### src/droop_pkg.sv
// Operation
// RULE1 - decode six-bit AC load line code to tabulated resistance, 11h..3Fh monotonic
// RULE2 - droop value sets output voltage fall per ampere of output current
// RULE3 - droop command is a sixteen-bit linear word, read and written whole
// RULE4 - page 00h selects channel A, 01h channel B, FFh both at once
// RULE5 - bits 15:11 read back fixed exponent minus six, step 0.015625 milliohm
// RULE6 - bits 10:0 writable mantissa, power-up from non-volatile copy, listed codes only
// RULE7 - unlisted droop write is invalid data and leaves stored setting unchanged
// RULE8 - invalid droop write sets communication fault bits in both status words
// RULE9 - invalid droop write asserts the alert line to the host
// RULE10 - both channels accept D000h through D038h listed codes
// RULE11 - channel A accepts D039h and above listed codes, channel B rejects them
// RULE12 - AC load line code sits in bits 5:0 of loop compensation word
// RULE13 - both-channel droop write accepted only if valid for each channel
package droop_pkg;

  // ---------------------------------------------------------------
  // command codes and pages
  // ---------------------------------------------------------------
  localparam logic [7:0] CMD_CLEAR_FAULTS = 8'h03;
  localparam logic [7:0] CMD_OUTPUT_DROOP_SLOPE = 8'h28;
  localparam logic [7:0] CMD_STATUS_WORD = 8'h79;
  localparam logic [7:0] CMD_STATUS_CML = 8'h7e;
  localparam logic [7:0] CMD_LOOP_COMP = 8'hd7;
  localparam logic [7:0] PAGE_A = 8'h00;
  localparam logic [7:0] PAGE_B = 8'h01;
  localparam logic [7:0] PAGE_ALL = 8'hff;

  // ---------------------------------------------------------------
  // field layout and reset values
  // ---------------------------------------------------------------
  localparam int MANT_W = 11;
  localparam int COMP_W = 14;
  localparam logic [4:0] DROOP_EXPONENT = 5'h1a;
  localparam int CML_INVALID_DATA_BIT = 6;
  localparam int STATUS_WORD_CML_BIT = 1;
  localparam int CHB_MAX_INDEX = 15; // last table entry that channel B still takes
  localparam logic [MANT_W-1:0] DROOP_RST = 11'h000;
  localparam logic [COMP_W-1:0] COMP_RST = 14'h0000;
  localparam logic [15:0] RDATA_RST = 16'h0000;

  // load line steps in 1/64 milliohm, shared by AC codes and droop mantissas
  localparam logic [7:0] LOAD_LINE_TABLE [0:63] = '{
    8'h00, 8'h08, 8'h10, 8'h14, 8'h18, 8'h1c, 8'h20, 8'h24,
    8'h28, 8'h30, 8'h33, 8'h34, 8'h35, 8'h36, 8'h37, 8'h38,
    8'h39, 8'h3a, 8'h3b, 8'h3c, 8'h3d, 8'h3e, 8'h3f, 8'h40,
    8'h41, 8'h42, 8'h43, 8'h44, 8'h48, 8'h50, 8'h58, 8'h60,
    8'h68, 8'h70, 8'h78, 8'h7c, 8'h80, 8'h84, 8'h88, 8'h8c,
    8'h90, 8'h98, 8'h9b, 8'h9c, 8'h9d, 8'h9e, 8'h9f, 8'ha0,
    8'ha1, 8'ha2, 8'ha3, 8'ha4, 8'ha5, 8'ha6, 8'ha7, 8'ha8,
    8'ha9, 8'haa, 8'hab, 8'hac, 8'hb0, 8'hb8, 8'hc0, 8'hc8
  };

endpackage : droop_pkg

### src/load_line_droop_config.sv
`timescale 1ns/1ps
module load_line_droop_config
  import droop_pkg::*;
#(
  parameter int IOUT_W = 8
) (
  input wire logic sys_clk, // 200 MHz clock
  input wire logic sys_rst, // synchronous reset, active high
  input wire logic clk_en, // freezes all state while low
  input wire logic cmd_wr, // write word strobe
  input wire logic cmd_rd, // read word strobe
  input wire logic [7:0] cmd_code, // command code
  input wire logic [7:0] cmd_page, // current page value
  input wire logic [15:0] cmd_wdata, // write word data
  output logic [15:0] cmd_rdata, // read word data
  output logic cmd_rvalid, // read data valid pulse
  input wire logic [MANT_W-1:0] nvm_droop_a, // stored droop mantissa, channel A
  input wire logic [MANT_W-1:0] nvm_droop_b, // stored droop mantissa, channel B
  input wire logic [COMP_W-1:0] nvm_comp_a, // stored compensation word, channel A
  input wire logic [COMP_W-1:0] nvm_comp_b, // stored compensation word, channel B
  input wire logic [IOUT_W-1:0] iout_a, // output current, channel A, amps
  input wire logic [IOUT_W-1:0] iout_b, // output current, channel B, amps
  output logic [MANT_W-1:0] dc_load_line_a, // droop slope A, 1/64 milliohm
  output logic [MANT_W-1:0] dc_load_line_b, // droop slope B, 1/64 milliohm
  output logic [7:0] ac_load_line_a, // AC load line A, 1/64 milliohm
  output logic [7:0] ac_load_line_b, // AC load line B, 1/64 milliohm
  output logic [IOUT_W+MANT_W-1:0] droop_offset_a, // voltage drop A, mV/64
  output logic [IOUT_W+MANT_W-1:0] droop_offset_b, // voltage drop B, mV/64
  output logic host_alert_line_out, // alert pin drive value, always low
  output logic host_alert_line_oe_n, // alert pin enable, low pulls the line
  input wire logic host_alert_line_in, // alert pin level as seen on the wire
  output logic alert_wire_low // synchronised: wire is pulled low by anyone
);

  // ---------------------------------------------------------------
  // decode helpers
  // ---------------------------------------------------------------
  // listed mantissa check; channel B stops at the lower table index
  function automatic logic droop_listed(input logic [15:0] w, input logic chb);
    logic hit;
    hit = 1'b0;
    for (int i = 0; i < 64; i++) begin
      if (w[MANT_W-1:0] == {3'h0, LOAD_LINE_TABLE[i]} && (!chb || i <= CHB_MAX_INDEX)) begin
        hit = 1'b1;
      end
    end
    return hit && (w[15:11] == DROOP_EXPONENT);
  endfunction : droop_listed

  // ---------------------------------------------------------------
  // register state
  // ---------------------------------------------------------------
  logic [MANT_W-1:0] droop_a_q, droop_a_d;
  logic [MANT_W-1:0] droop_b_q, droop_b_d;
  logic [COMP_W-1:0] comp_a_q, comp_a_d;
  logic [COMP_W-1:0] comp_b_q, comp_b_d;
  logic cml_invalid_q, cml_invalid_d;
  logic nvm_load_q, nvm_load_d;
  logic [15:0] rdata_q, rdata_d;
  logic rvalid_q, rvalid_d;
  logic sel_a, sel_b, page_ok, droop_wr, droop_bad, bad_event;

  // page decode and validity of a droop write
  always_comb begin
    sel_a = (cmd_page == PAGE_A) || (cmd_page == PAGE_ALL); // RULE4
    sel_b = (cmd_page == PAGE_B) || (cmd_page == PAGE_ALL); // RULE4
    page_ok = sel_a || sel_b;
    droop_wr = cmd_wr && (cmd_code == CMD_OUTPUT_DROOP_SLOPE); // RULE3
    // both pages must accept a broadcast code
    droop_bad = !page_ok || (sel_a && !droop_listed(cmd_wdata, 1'b0)) // RULE10 RULE13
                || (sel_b && !droop_listed(cmd_wdata, 1'b1)); // RULE11 RULE13
    bad_event = droop_wr && droop_bad;
  end

  // next values of the configuration words
  always_comb begin
    droop_a_d = droop_a_q;
    droop_b_d = droop_b_q;
    comp_a_d = comp_a_q;
    comp_b_d = comp_b_q;
    nvm_load_d = 1'b0;
    if (nvm_load_q) begin
      // power-up copy from non-volatile store
      droop_a_d = nvm_droop_a; // RULE6
      droop_b_d = nvm_droop_b; // RULE6
      comp_a_d = nvm_comp_a;
      comp_b_d = nvm_comp_b;
    end else if (droop_wr && !droop_bad) begin
      if (sel_a) droop_a_d = cmd_wdata[MANT_W-1:0]; // RULE6
      if (sel_b) droop_b_d = cmd_wdata[MANT_W-1:0]; // RULE6
    end else if (cmd_wr && cmd_code == CMD_LOOP_COMP) begin
      if (sel_a) comp_a_d = cmd_wdata[COMP_W-1:0]; // RULE12
      if (sel_b) comp_b_d = cmd_wdata[COMP_W-1:0]; // RULE12
    end
  end

  // registers of the configuration words
  always_ff @(posedge sys_clk) begin
    if (sys_rst) begin
      droop_a_q <= DROOP_RST;
      droop_b_q <= DROOP_RST;
      comp_a_q <= COMP_RST;
      comp_b_q <= COMP_RST;
      nvm_load_q <= 1'b1;
    end else if (clk_en) begin
      droop_a_q <= droop_a_d;
      droop_b_q <= droop_b_d;
      comp_a_q <= comp_a_d;
      comp_b_q <= comp_b_d;
      nvm_load_q <= nvm_load_d;
    end
  end

  // ---------------------------------------------------------------
  // fault flag: set on rejected data, cleared by clear-faults
  // ---------------------------------------------------------------
  always_comb begin
    cml_invalid_d = cml_invalid_q;
    if (cmd_wr && cmd_code == CMD_CLEAR_FAULTS) cml_invalid_d = 1'b0;
    if (cmd_wr && cmd_code == CMD_STATUS_CML && cmd_wdata[CML_INVALID_DATA_BIT]) cml_invalid_d = 1'b0;
    if (bad_event) cml_invalid_d = 1'b1; // RULE7 RULE8
  end

  always_ff @(posedge sys_clk) begin
    if (sys_rst) begin
      cml_invalid_q <= 1'b0;
    end else if (clk_en) begin
      cml_invalid_q <= cml_invalid_d;
    end
  end

  // ---------------------------------------------------------------
  // read word path
  // ---------------------------------------------------------------
  always_comb begin
    rdata_d = RDATA_RST;
    rvalid_d = cmd_rd;
    case (cmd_code)
      CMD_OUTPUT_DROOP_SLOPE: begin
        // broadcast page reads back channel A
        rdata_d = {DROOP_EXPONENT, (cmd_page == PAGE_B) ? droop_b_q : droop_a_q}; // RULE5 RULE3
      end
      CMD_LOOP_COMP: begin
        rdata_d = {2'h0, (cmd_page == PAGE_B) ? comp_b_q : comp_a_q};
      end
      CMD_STATUS_CML: begin
        rdata_d[CML_INVALID_DATA_BIT] = cml_invalid_q; // RULE8
      end
      CMD_STATUS_WORD: begin
        rdata_d[STATUS_WORD_CML_BIT] = cml_invalid_q; // RULE8
      end
      default: begin
        rdata_d = RDATA_RST;
      end
    endcase
  end

  always_ff @(posedge sys_clk) begin
    if (sys_rst) begin
      rdata_q <= RDATA_RST;
      rvalid_q <= 1'b0;
    end else if (clk_en) begin
      rvalid_q <= rvalid_d;
      if (cmd_rd) rdata_q <= rdata_d;
    end
  end

  assign cmd_rdata = rdata_q;
  assign cmd_rvalid = rvalid_q;

  // ---------------------------------------------------------------
  // load line outputs and droop offset
  // ---------------------------------------------------------------
  logic [7:0] ac_a_q, ac_a_d, ac_b_q, ac_b_d;
  logic [IOUT_W+MANT_W-1:0] off_a_q, off_a_d, off_b_q, off_b_d;

  // AC code lookup and current times slope
  always_comb begin
    ac_a_d = LOAD_LINE_TABLE[comp_a_q[5:0]]; // RULE1 RULE12
    ac_b_d = LOAD_LINE_TABLE[comp_b_q[5:0]]; // RULE1 RULE12
    off_a_d = iout_a * droop_a_q; // RULE2
    off_b_d = iout_b * droop_b_q; // RULE2
  end

  always_ff @(posedge sys_clk) begin
    if (sys_rst) begin
      ac_a_q <= 8'h00;
      ac_b_q <= 8'h00;
      off_a_q <= '0;
      off_b_q <= '0;
    end else if (clk_en) begin
      ac_a_q <= ac_a_d;
      ac_b_q <= ac_b_d;
      off_a_q <= off_a_d;
      off_b_q <= off_b_d;
    end
  end

  assign ac_load_line_a = ac_a_q;
  assign ac_load_line_b = ac_b_q;
  assign droop_offset_a = off_a_q;
  assign droop_offset_b = off_b_q;
  assign dc_load_line_a = droop_a_q;
  assign dc_load_line_b = droop_b_q;

  // ---------------------------------------------------------------
  // alert pin and its wire level
  // ---------------------------------------------------------------
  logic wire_s1_q, wire_s2_q;

  always_ff @(posedge sys_clk) begin
    if (sys_rst) begin
      wire_s1_q <= 1'b1;
      wire_s2_q <= 1'b1;
    end else if (clk_en) begin
      wire_s1_q <= host_alert_line_in;
      wire_s2_q <= wire_s1_q;
    end
  end

  assign host_alert_line_out = 1'b0;
  assign host_alert_line_oe_n = !cml_invalid_q; // RULE9
  assign alert_wire_low = !wire_s2_q;
endmodule : load_line_droop_config

### config.mk
export PLATFORM = sky130hd
export DESIGN_NAME = load_line_droop_config
export DESIGN_NICKNAME = d
export VERILOG_FILES = /design/src/droop_pkg.sv /design/src/load_line_droop_config.sv
export SDC_FILE = /design/constraint.sdc
export NUM_CORES = 1
export LEC_CHECK = 0
export BUFFER_PORTS_ARGS = -buffer_cell sky130_fd_sc_hd__buf_2
export CORE_UTILIZATION = 45
export CTS_CLUSTER_DIAMETER = 60
export CTS_CLUSTER_SIZE = 16
export DETAILED_ROUTE_END_ITERATION = 6
export PLACE_DENSITY = 0.63
export SETUP_SLACK_MARGIN = 0.1
export SLEW_MARGIN = 30
export SYNTH_ARGS = -nofsm -noshare
export SYNTH_HDL_FRONTEND = slang
export SYNTH_SLANG_ARGS = --single-unit
export TNS_END_PERCENT = 10
### constraint.sdc
create_clock -name sys_clk -period 12.2 [get_ports sys_clk]
set_input_delay 2.44 -clock sys_clk [delete_from_list [all_inputs] [get_ports sys_clk]]
set_output_delay 2.44 -clock sys_clk [all_outputs]
set_load 0.005 [all_outputs]
**After elaboration in Yosys (flattened, before gate mapping)**

Memory sizes are Yosys's and may differ from the RTL's. A register that Yosys moved wholly into a read port is not among the register bits.
Index checks and enable logic that the tools add are counted.

- Add/sub/neg operators: 0
- Multiply operators: 2
- Divide/modulo/power cells: 0
- Order comparisons: 0
- Eq/ne operators: 72
- Shifts and indexed selects: 0
- Mux-type cells: 88
- Bitwise gates (word level): 2
- Reductions and logical operators: 35

Operators with widths:

| cell | number |
|---|---|
| $eq 11x8->1 const B | 28 |
| $eq 11x6->1 const B | 17 |
| $eq 11x7->1 const B | 13 |
| $mux 14 | 9 |
| $mux 11 | 7 |
| $mux 1 | 67 |
| $eq 11x5->1 const B | 4 |
| $mul 8x11->19 | 2 |
| $pmux 9 s2 | 1 |
| $eq 8x7->1 const B | 2 |
| $eq 8x8->1 const B | 2 |
| $not 6->7 | 2 |
| $eq 11x4->1 const B | 1 |
| $logic_and 1x1->1 | 11 |
| $logic_not 11->1 | 1 |
| $eq 8x1->1 const B | 1 |
| $eq 8x2->1 const B | 1 |
| $eq 8x6->1 const B | 1 |
| $logic_not 8->1 | 1 |
| $pmux 4 s2 | 1 |
| $reduce_and 4->1 | 2 |
| $reduce_bool 2->1 | 4 |
| $logic_not 1->1 | 6 |
| $pmux 1 s3 | 2 |
| other kinds (7) | 13 |

- Bits in registers: 109
- Bits in latches: 0
- Bits in writable memories: 0
- ROM bits: 1024
- Bits of input ports: 104
- Output and inout port bits: 96
- Word-level logic and storage cells: 213
- Memories: 2

Memories:

| name | depth | width | rd ports | clocked after memory_dff | wr ports | line | text |
|---|---|---|---|---|---|---|---|
| (no name shown) | 64 | 8 | 1 | 1 | 0 | load_line_droop_config.sv:180 | `ac_b_d = LOAD_LINE_TABLE[comp_b_q[5:0]];` |
| (no name shown) | 64 | 8 | 1 | 1 | 0 | load_line_droop_config.sv:179 | `ac_a_d = LOAD_LINE_TABLE[comp_a_q[5:0]];` |

**Depth between registers and ports, before layout**

- Word-level depth: 74
- Depth in mapped cells: 18
- Gate-level depth less buffers: 17

**Least setup slack after synthesis**

No wires, ideal clock.

- Path type: input to register
- From: input port iout_b[2]
- To: register off_b_q[17], in the netlist droop_offset_b[17]
- Library setup time: 72 ps
- Data arrival time: 6480 ps
- Data required time: 12128 ps
- Setup slack: 5648 ps
- Stages on the path: 15
- Path buffers: 1
- Cells stage by stage: clkbuf_1 > and2_1 > fa_1 > fa_1 > inv_1 > fa_1 > inv_1 > fa_1 > ha_1 > o21a_1 > o21a_1 > o311a_1 > o41ai_1 > mux2_2 > a21oi_1

- Longest elaborated chain between the ends: 1

RTL lines:

| item | line | text |
|---|---|---|
| from (decl) | load_line_droop_config.sv:22 | `input wire logic [IOUT_W-1:0] iout_b,` |
| $mul 8x11->19 | load_line_droop_config.sv:182 | `off_b_d = iout_b * droop_b_q;` |
| to (signal assigned) | load_line_droop_config.sv:190 | `off_b_q <= '0;` |
| to (signal assigned) | load_line_droop_config.sv:195 | `off_b_q <= off_b_d;` |
| to (decl) | load_line_droop_config.sv:175 | `logic [IOUT_W+MANT_W-1:0] off_a_q, off_a_d, off_b_q, off_b_d;` |

Every way passes these cells.
A chain may end at the register's enable or synchronous reset.

**Worst setup path after layout**

- From: input port iout_a[2]
- To: register off_a_q[17], in the netlist droop_offset_a[17]

- Longest elaborated chain between the ends: 1

RTL lines:

| item | line | text |
|---|---|---|
| from (decl) | load_line_droop_config.sv:21 | `input wire logic [IOUT_W-1:0] iout_a,` |
| $mul 8x11->19 | load_line_droop_config.sv:181 | `off_a_d = iout_a * droop_a_q;` |
| to (signal assigned) | load_line_droop_config.sv:189 | `off_a_q <= '0;` |
| to (signal assigned) | load_line_droop_config.sv:194 | `off_a_q <= off_a_d;` |
| to (decl) | load_line_droop_config.sv:175 |  |

Every way passes these cells.

==> metrics.txt <==
# TYPE chip_impl_metric gauge
chip_impl_metric{name="worst_slack",unit="ns"} 5.78
chip_impl_metric{name="power.ir.vdd_worst",unit="mV"} 0.0777
chip_impl_metric{name="worstPathRequired",unit="ns"} 12.49
chip_impl_info{name="timing.critical_path.mode_cell",value="fa_1"} 1
chip_impl_info{name="cts_root_buffer",value="clkbuf_16"} 1
chip_impl_info{name="crit-reg2reg-capture",value="droop_offset_a[17]"} 1
chip_impl_metric{name="hold_buffer_count_at_cts",unit=""} 0
chip_impl_info{name="rsz0062_at_grt",value="false"} 1
chip_impl_metric{name="drive_gt1_share",unit="%"} 20.4
chip_impl_metric{name="power.share.clock",unit="%"} 34.4
chip_impl_metric{name="n_diodes",unit=""} 0
chip_impl_metric{name="cts_buffer_count",unit=""} 17
chip_impl_metric{name="layout.cells.non_filler",unit=""} 1877
chip_impl_metric{name="port-buffer-count",unit=""} 198
chip_impl_metric{name="yosysWarnings",unit=""} 0
chip_impl_metric{name="wl_met2",unit="um"} 16100
chip_impl_metric{name="p_sw",unit="mW"} 0.541
chip_impl_metric{name="post_drt_via_cell_ratio",unit=""} 5.55
chip_impl_metric{name="finish.instance_area",unit="sq mm"} 0.0136
chip_impl_metric{name="synth_edf_count",unit=""} 0
chip_impl_metric{name="max-clock-path-buffers",unit=""} 2
chip_impl_metric{name="met1_length",unit="um"} 15700
chip_impl_metric{name="die_area",unit="sq mm"} 0.0274
chip_impl_metric{name="drt-pass1-iter-count",unit=""} 7
chip_impl_info{name="critical_path_class",value="in -> reg"} 1
chip_impl_metric{name="multiInputGateArea",unit="sq mm"} 0.00861
chip_impl_info{name="path_delay_family",value="adder cells"} 1
chip_impl_info{name="worst_setup_path_end_kind",value="flop"} 1
chip_impl_metric{name="grt_overflow_total",unit=""} 0
chip_impl_metric{name="ys_seq_elements",unit=""} 124
chip_impl_info{name="type_of_the_tightest_min_delay_check",value="reg -> reg"} 1
chip_impl_info{name="min_from",value="droop_offset_a[0]"} 1
chip_impl_info{name="run_status",value="complete, but fails checks"} 1
chip_impl_metric{name="post_synth_num_cell_types",unit=""} 79
chip_impl_metric{name="final-hold-violation-count",unit=""} 0
chip_impl_metric{name="relSlewSlack",unit="%"} 32.0
chip_impl_metric{name="critPathMaxStageDelay",unit="ns"} 0.54
chip_impl_metric{name="whs_path_depth",unit=""} 2
chip_impl_metric{name="post-route-util",unit="%"} 52.2
chip_impl_metric{name="worst_r2r_path_depth",unit=""} 16
chip_impl_metric{name="clkLatencyLatePin",unit="ns"} 0.43
chip_impl_metric{name="io_pins",unit=""} 200
chip_impl_metric{name="post_drt_wl_per_cell",unit="um"} 18.3
chip_impl_info{name="failed_checks",value="design-rule violations"} 1
chip_impl_metric{name="post-route-min-period",unit="ns"} 6.42
chip_impl_metric{name="worstPathBufferInverterCount",unit=""} 4
chip_impl_info{name="cell_with_the_largest_stage_delay_on_the_worst_path",value="fa_1"} 1
chip_impl_metric{name="grt_use_total",unit="%"} 26.1
chip_impl_metric{name="synthesis.instances",unit=""} 1406
chip_impl_metric{name="finalCritPeriodShare",unit="%"} 52.6
chip_impl_metric{name="layout.filler_cells",unit=""} 2498
chip_impl_metric{name="place.detailed.hpwl",unit="um"} 25500
chip_impl_info{name="top_layer",value="met4"} 1
chip_impl_metric{name="final_net_count",unit=""} 1841
chip_impl_metric{name="post_cts_clock_slew_at_the_launch_and_capture_registers_of_the_worst_setup_and_hold_paths",unit="ns"} 0.06
chip_impl_metric{name="drcViolationCount",unit=""} 22
chip_impl_info{name="reg_to_reg_startpoint",value="dc_load_line_a[5]"} 1
chip_impl_metric{name="synth_seq_area_share",unit="%"} 20.7
chip_impl_metric{name="cts_resized",unit=""} 0
chip_impl_metric{name="power.leakage",unit="nW"} 6.20
chip_impl_metric{name="total_routed_length",unit="um"} 34400
chip_impl_info{name="dominantRegCellSynth",value="dfxtp_1"} 1
chip_impl_metric{name="power_density",unit="mW/mm^2"} 109
chip_impl_metric{name="r2r_slack",unit="ns"} 7.18
chip_impl_metric{name="chipHeight",unit="um"} 165
chip_impl_info{name="startpoint_of_the_worst_setup_timing_path",value="iout_a[2]"} 1
chip_impl_info{name="tritoncts_clock_tree",value="done"} 1
chip_impl_metric{name="place_congestion",unit=""} 0.861
chip_impl_metric{name="combPwrFrac",unit="%"} 32.1
chip_impl_metric{name="sequential_cell_area",unit="sq mm"} 0.00248
chip_impl_metric{name="post_placement_cell_area",unit="sq mm"} 0.0130
chip_impl_metric{name="met3WireLength",unit="um"} 1990
chip_impl_metric{name="drv_slew",unit=""} 0
chip_impl_metric{name="initial_antenna_violation_count",unit=""} 0
chip_impl_metric{name="largest_net_degree_at_the_start_of_global_routing",unit=""} 76
chip_impl_metric{name="first_global_vias",unit=""} 10088
chip_impl_metric{name="numPlacedInstances",unit=""} 1844
chip_impl_metric{name="place_ws",unit="ns"} 5.38
chip_impl_metric{name="synth_async_sr_flop_share",unit="%"} 0
chip_impl_metric{name="sw_ratio",unit="%"} 36.4
chip_impl_metric{name="setup_tns",unit="ns"} 0
chip_impl_metric{name="cts.sinks",unit=""} 124
chip_impl_metric{name="post_synth.cell_area_avg",unit="sq um"} 8.55
chip_impl_metric{name="routed-via-count",unit=""} 10418
chip_impl_metric{name="fp-row-count",unit=""} 59
chip_impl_metric{name="internal_power",unit="mW"} 0.944
chip_impl_metric{name="cts.htree.levels",unit=""} 4
chip_impl_metric{name="floorplan.initialDensity",unit="%"} 46.0
chip_impl_metric{name="drt_first_iter_violations",unit=""} 818
chip_impl_metric{name="post_cts.repair.setup_buffers",unit=""} 0
chip_impl_metric{name="setup_violations",unit=""} 0
chip_impl_info{name="critical_path.startpoint_type",value="primary input"} 1
chip_impl_metric{name="arrival",unit="ns"} 6.70
chip_impl_metric{name="floorplan.core_area",unit="sq mm"} 0.0261
chip_impl_metric{name="fin_worst_skew",unit="ns"} 0.0109
chip_impl_metric{name="post_synth_instance_area",unit="sq mm"} 0.0120
chip_impl_metric{name="grt_pass1_wl",unit="um"} 54200
chip_impl_metric{name="share_seq_of_total_power",unit="%"} 33.4
chip_impl_metric{name="maxCapViolCount",unit=""} 0
chip_impl_metric{name="worst_slew_pin_slew",unit="ns"} 1.02
chip_impl_metric{name="max_clock_freq",unit="GHz"} 0.156
chip_impl_metric{name="area.growth.synth_to_final",unit="%"} 13.5
chip_impl_info{name="min_to",value="droop_offset_a[0]"} 1
chip_impl_metric{name="drtAntennaViolNets",unit=""} 0
chip_impl_metric{name="die_x",unit="um"} 165
chip_impl_info{name="crit_path_cell_trace",value="buf_2 > nand2_1 > fa_1 > fa_1 > inv_1 > fa_1 > inv_1 > fa_1 > inv_1 > ha_1 > o21a_1 > o31a_1 > o311a_1 > o41ai_1 > o21ai_0 > xnor2_1 > o22ai_1"} 1
chip_impl_metric{name="synthesis.nets",unit=""} 1718
chip_impl_metric{name="cp_max_fo",unit=""} 11
[cells in the final DEF, fill, tap and decap left out, types with 34 or more instances in the layout]
cell type and count:
inv_1 129, and2_1 87, dfxtp_1 123, nor2_1 109, ha_1 100, fa_1 108
nand2_1 140, nor3_1 34, a21oi_1 85, a211oi_1 44, o21ai_0 49, buf_2 197
[sequential cells by signal, summed over array words and instances, names as in the netlist]
signal,flops
wire_s2_q,1
cml_invalid_q,1
droop_offset_a,19
dc_load_line_b,11
droop_offset_b,19
cmd_rdata,15
comp_a_q,14
wire_s1_q,1
ac_load_line_b,8
comp_b_q,14
ac_load_line_a,8
dc_load_line_a,11
nvm_load_q,1
cmd_rvalid,1
[power by group through the flow]
| stage | sequential [mW] | clock (mW) | combinational (mW) |
|---|---|---|---|
| floorplan | 0.472 | 0 | 0.351 |
| global placement | 0.503 | 0 | 0.467 |
| detailed placement | 0.505 | 0 | 0.470 |
| CTS | 0.496 | 0.519 | 0.477 |
| global route | 0.502 | 0.536 | 0.545 |
| finish | 0.496 | 0.511 | 0.477 |
[cells by family (layout without fill, tap and decap cells)]
| logic type | Yosys count | count (layout) | synth area share (%) |
|---|---|---|---|
| compound gates | 283 | 283 | 16.3 |
| fa+ha+maj | 208 | 208 | 28.4 |
| buf+inv | 231 | 367 | 7.76 |
| mux | 44 | 44 | 3.95 |
| xor+xnor | 13 | 13 | 0.948 |
| simple gates | 502 | 502 | 22.0 |
| flops | 124 | 124 | 20.7 |
| other cells | 1 | 1 | 0.0312 |
[worst register-to-register path, cell delays in order (launching register included)]
cell and delay, ns:
dfxtp_1 0.73, nand2_1 0.17, fa_1 0.53, fa_1 0.54, inv_1 0.05, fa_1 0.49
inv_1 0.06, fa_1 0.48, inv_1 0.04, ha_1 0.31, o21a_1 0.12, o31a_1 0.12
o311a_1 0.34, o41ai_1 0.39, o21ai_0 0.20, xnor2_1 0.18, o22ai_1 0.10
[synth_stat cells (all sizes together) (6+ instances only)]
library cell / number / area (sq um)
o22ai: 6 / 37.5
inv: 129 / 484
nand3: 21 / 105
a211oi: 61 / 543
ha: 100 / 1250
and2: 88 / 551
nand2b: 6 / 37.5
nand4: 11 / 68.8
xnor2: 9 / 78.8
a22oi: 8 / 60.1
clkbuf: 74 / 278
fa: 108 / 2160
nor2b: 35 / 287
dfxtp: 124 / 2480
o21ai: 50 / 262
nor2: 118 / 479
or2: 6 / 37.5
nor3: 43 / 260
buf: 27 / 166
a31oi: 11 / 83.8
mux2i: 26 / 260
mux2: 17 / 191
a21oi: 86 / 434
nand2: 140 / 526
a221oi: 11 / 96.3
[through the flow]
stage                     power, mW  hold slack (ns)
after global routing           1.58            0.482
final                          1.48            0.461
after global placement        0.970            0.445
after detailed placement      0.975            0.451
after floorplan               0.824            0.442
after CTS                      1.49            0.461
[how the worst max path moves through the flow]
| stage | endpoint | slack (ns) | cells past startpoint |
|---|---|---|---|
| after floorplan | droop_offset_b[17] | 5.65 | 15 |
| after global placement | droop_offset_b[17] | 5.46 | 15 |
| after detailed placement | droop_offset_a[17] | 5.38 | 17 |
| after CTS | droop_offset_a[17] | 5.80 | 17 |
| after global routing | droop_offset_b[18] | 5.52 | 16 |
| final | droop_offset_a[17] | 5.78 | 17 |
[metal layers]
metal / track usage [%] / up-vias
met5: 0 / -
met4: 6.86 / 0
met3: 4.42 / 34
met2: 42.2 / 331
met1: 35.9 / 5030
li1: - / 5023
[area by class of cell]
cell class              instances  area share (%)
clock buffers                  19            3.25
clock inverters                13           0.982
inverters                     130            3.58
multi-input cells            1051            63.1
flip-flops and latches        124            18.2
well taps                     335            3.07
repair buffers                205            7.82
(Power assumes the default switching activity.)
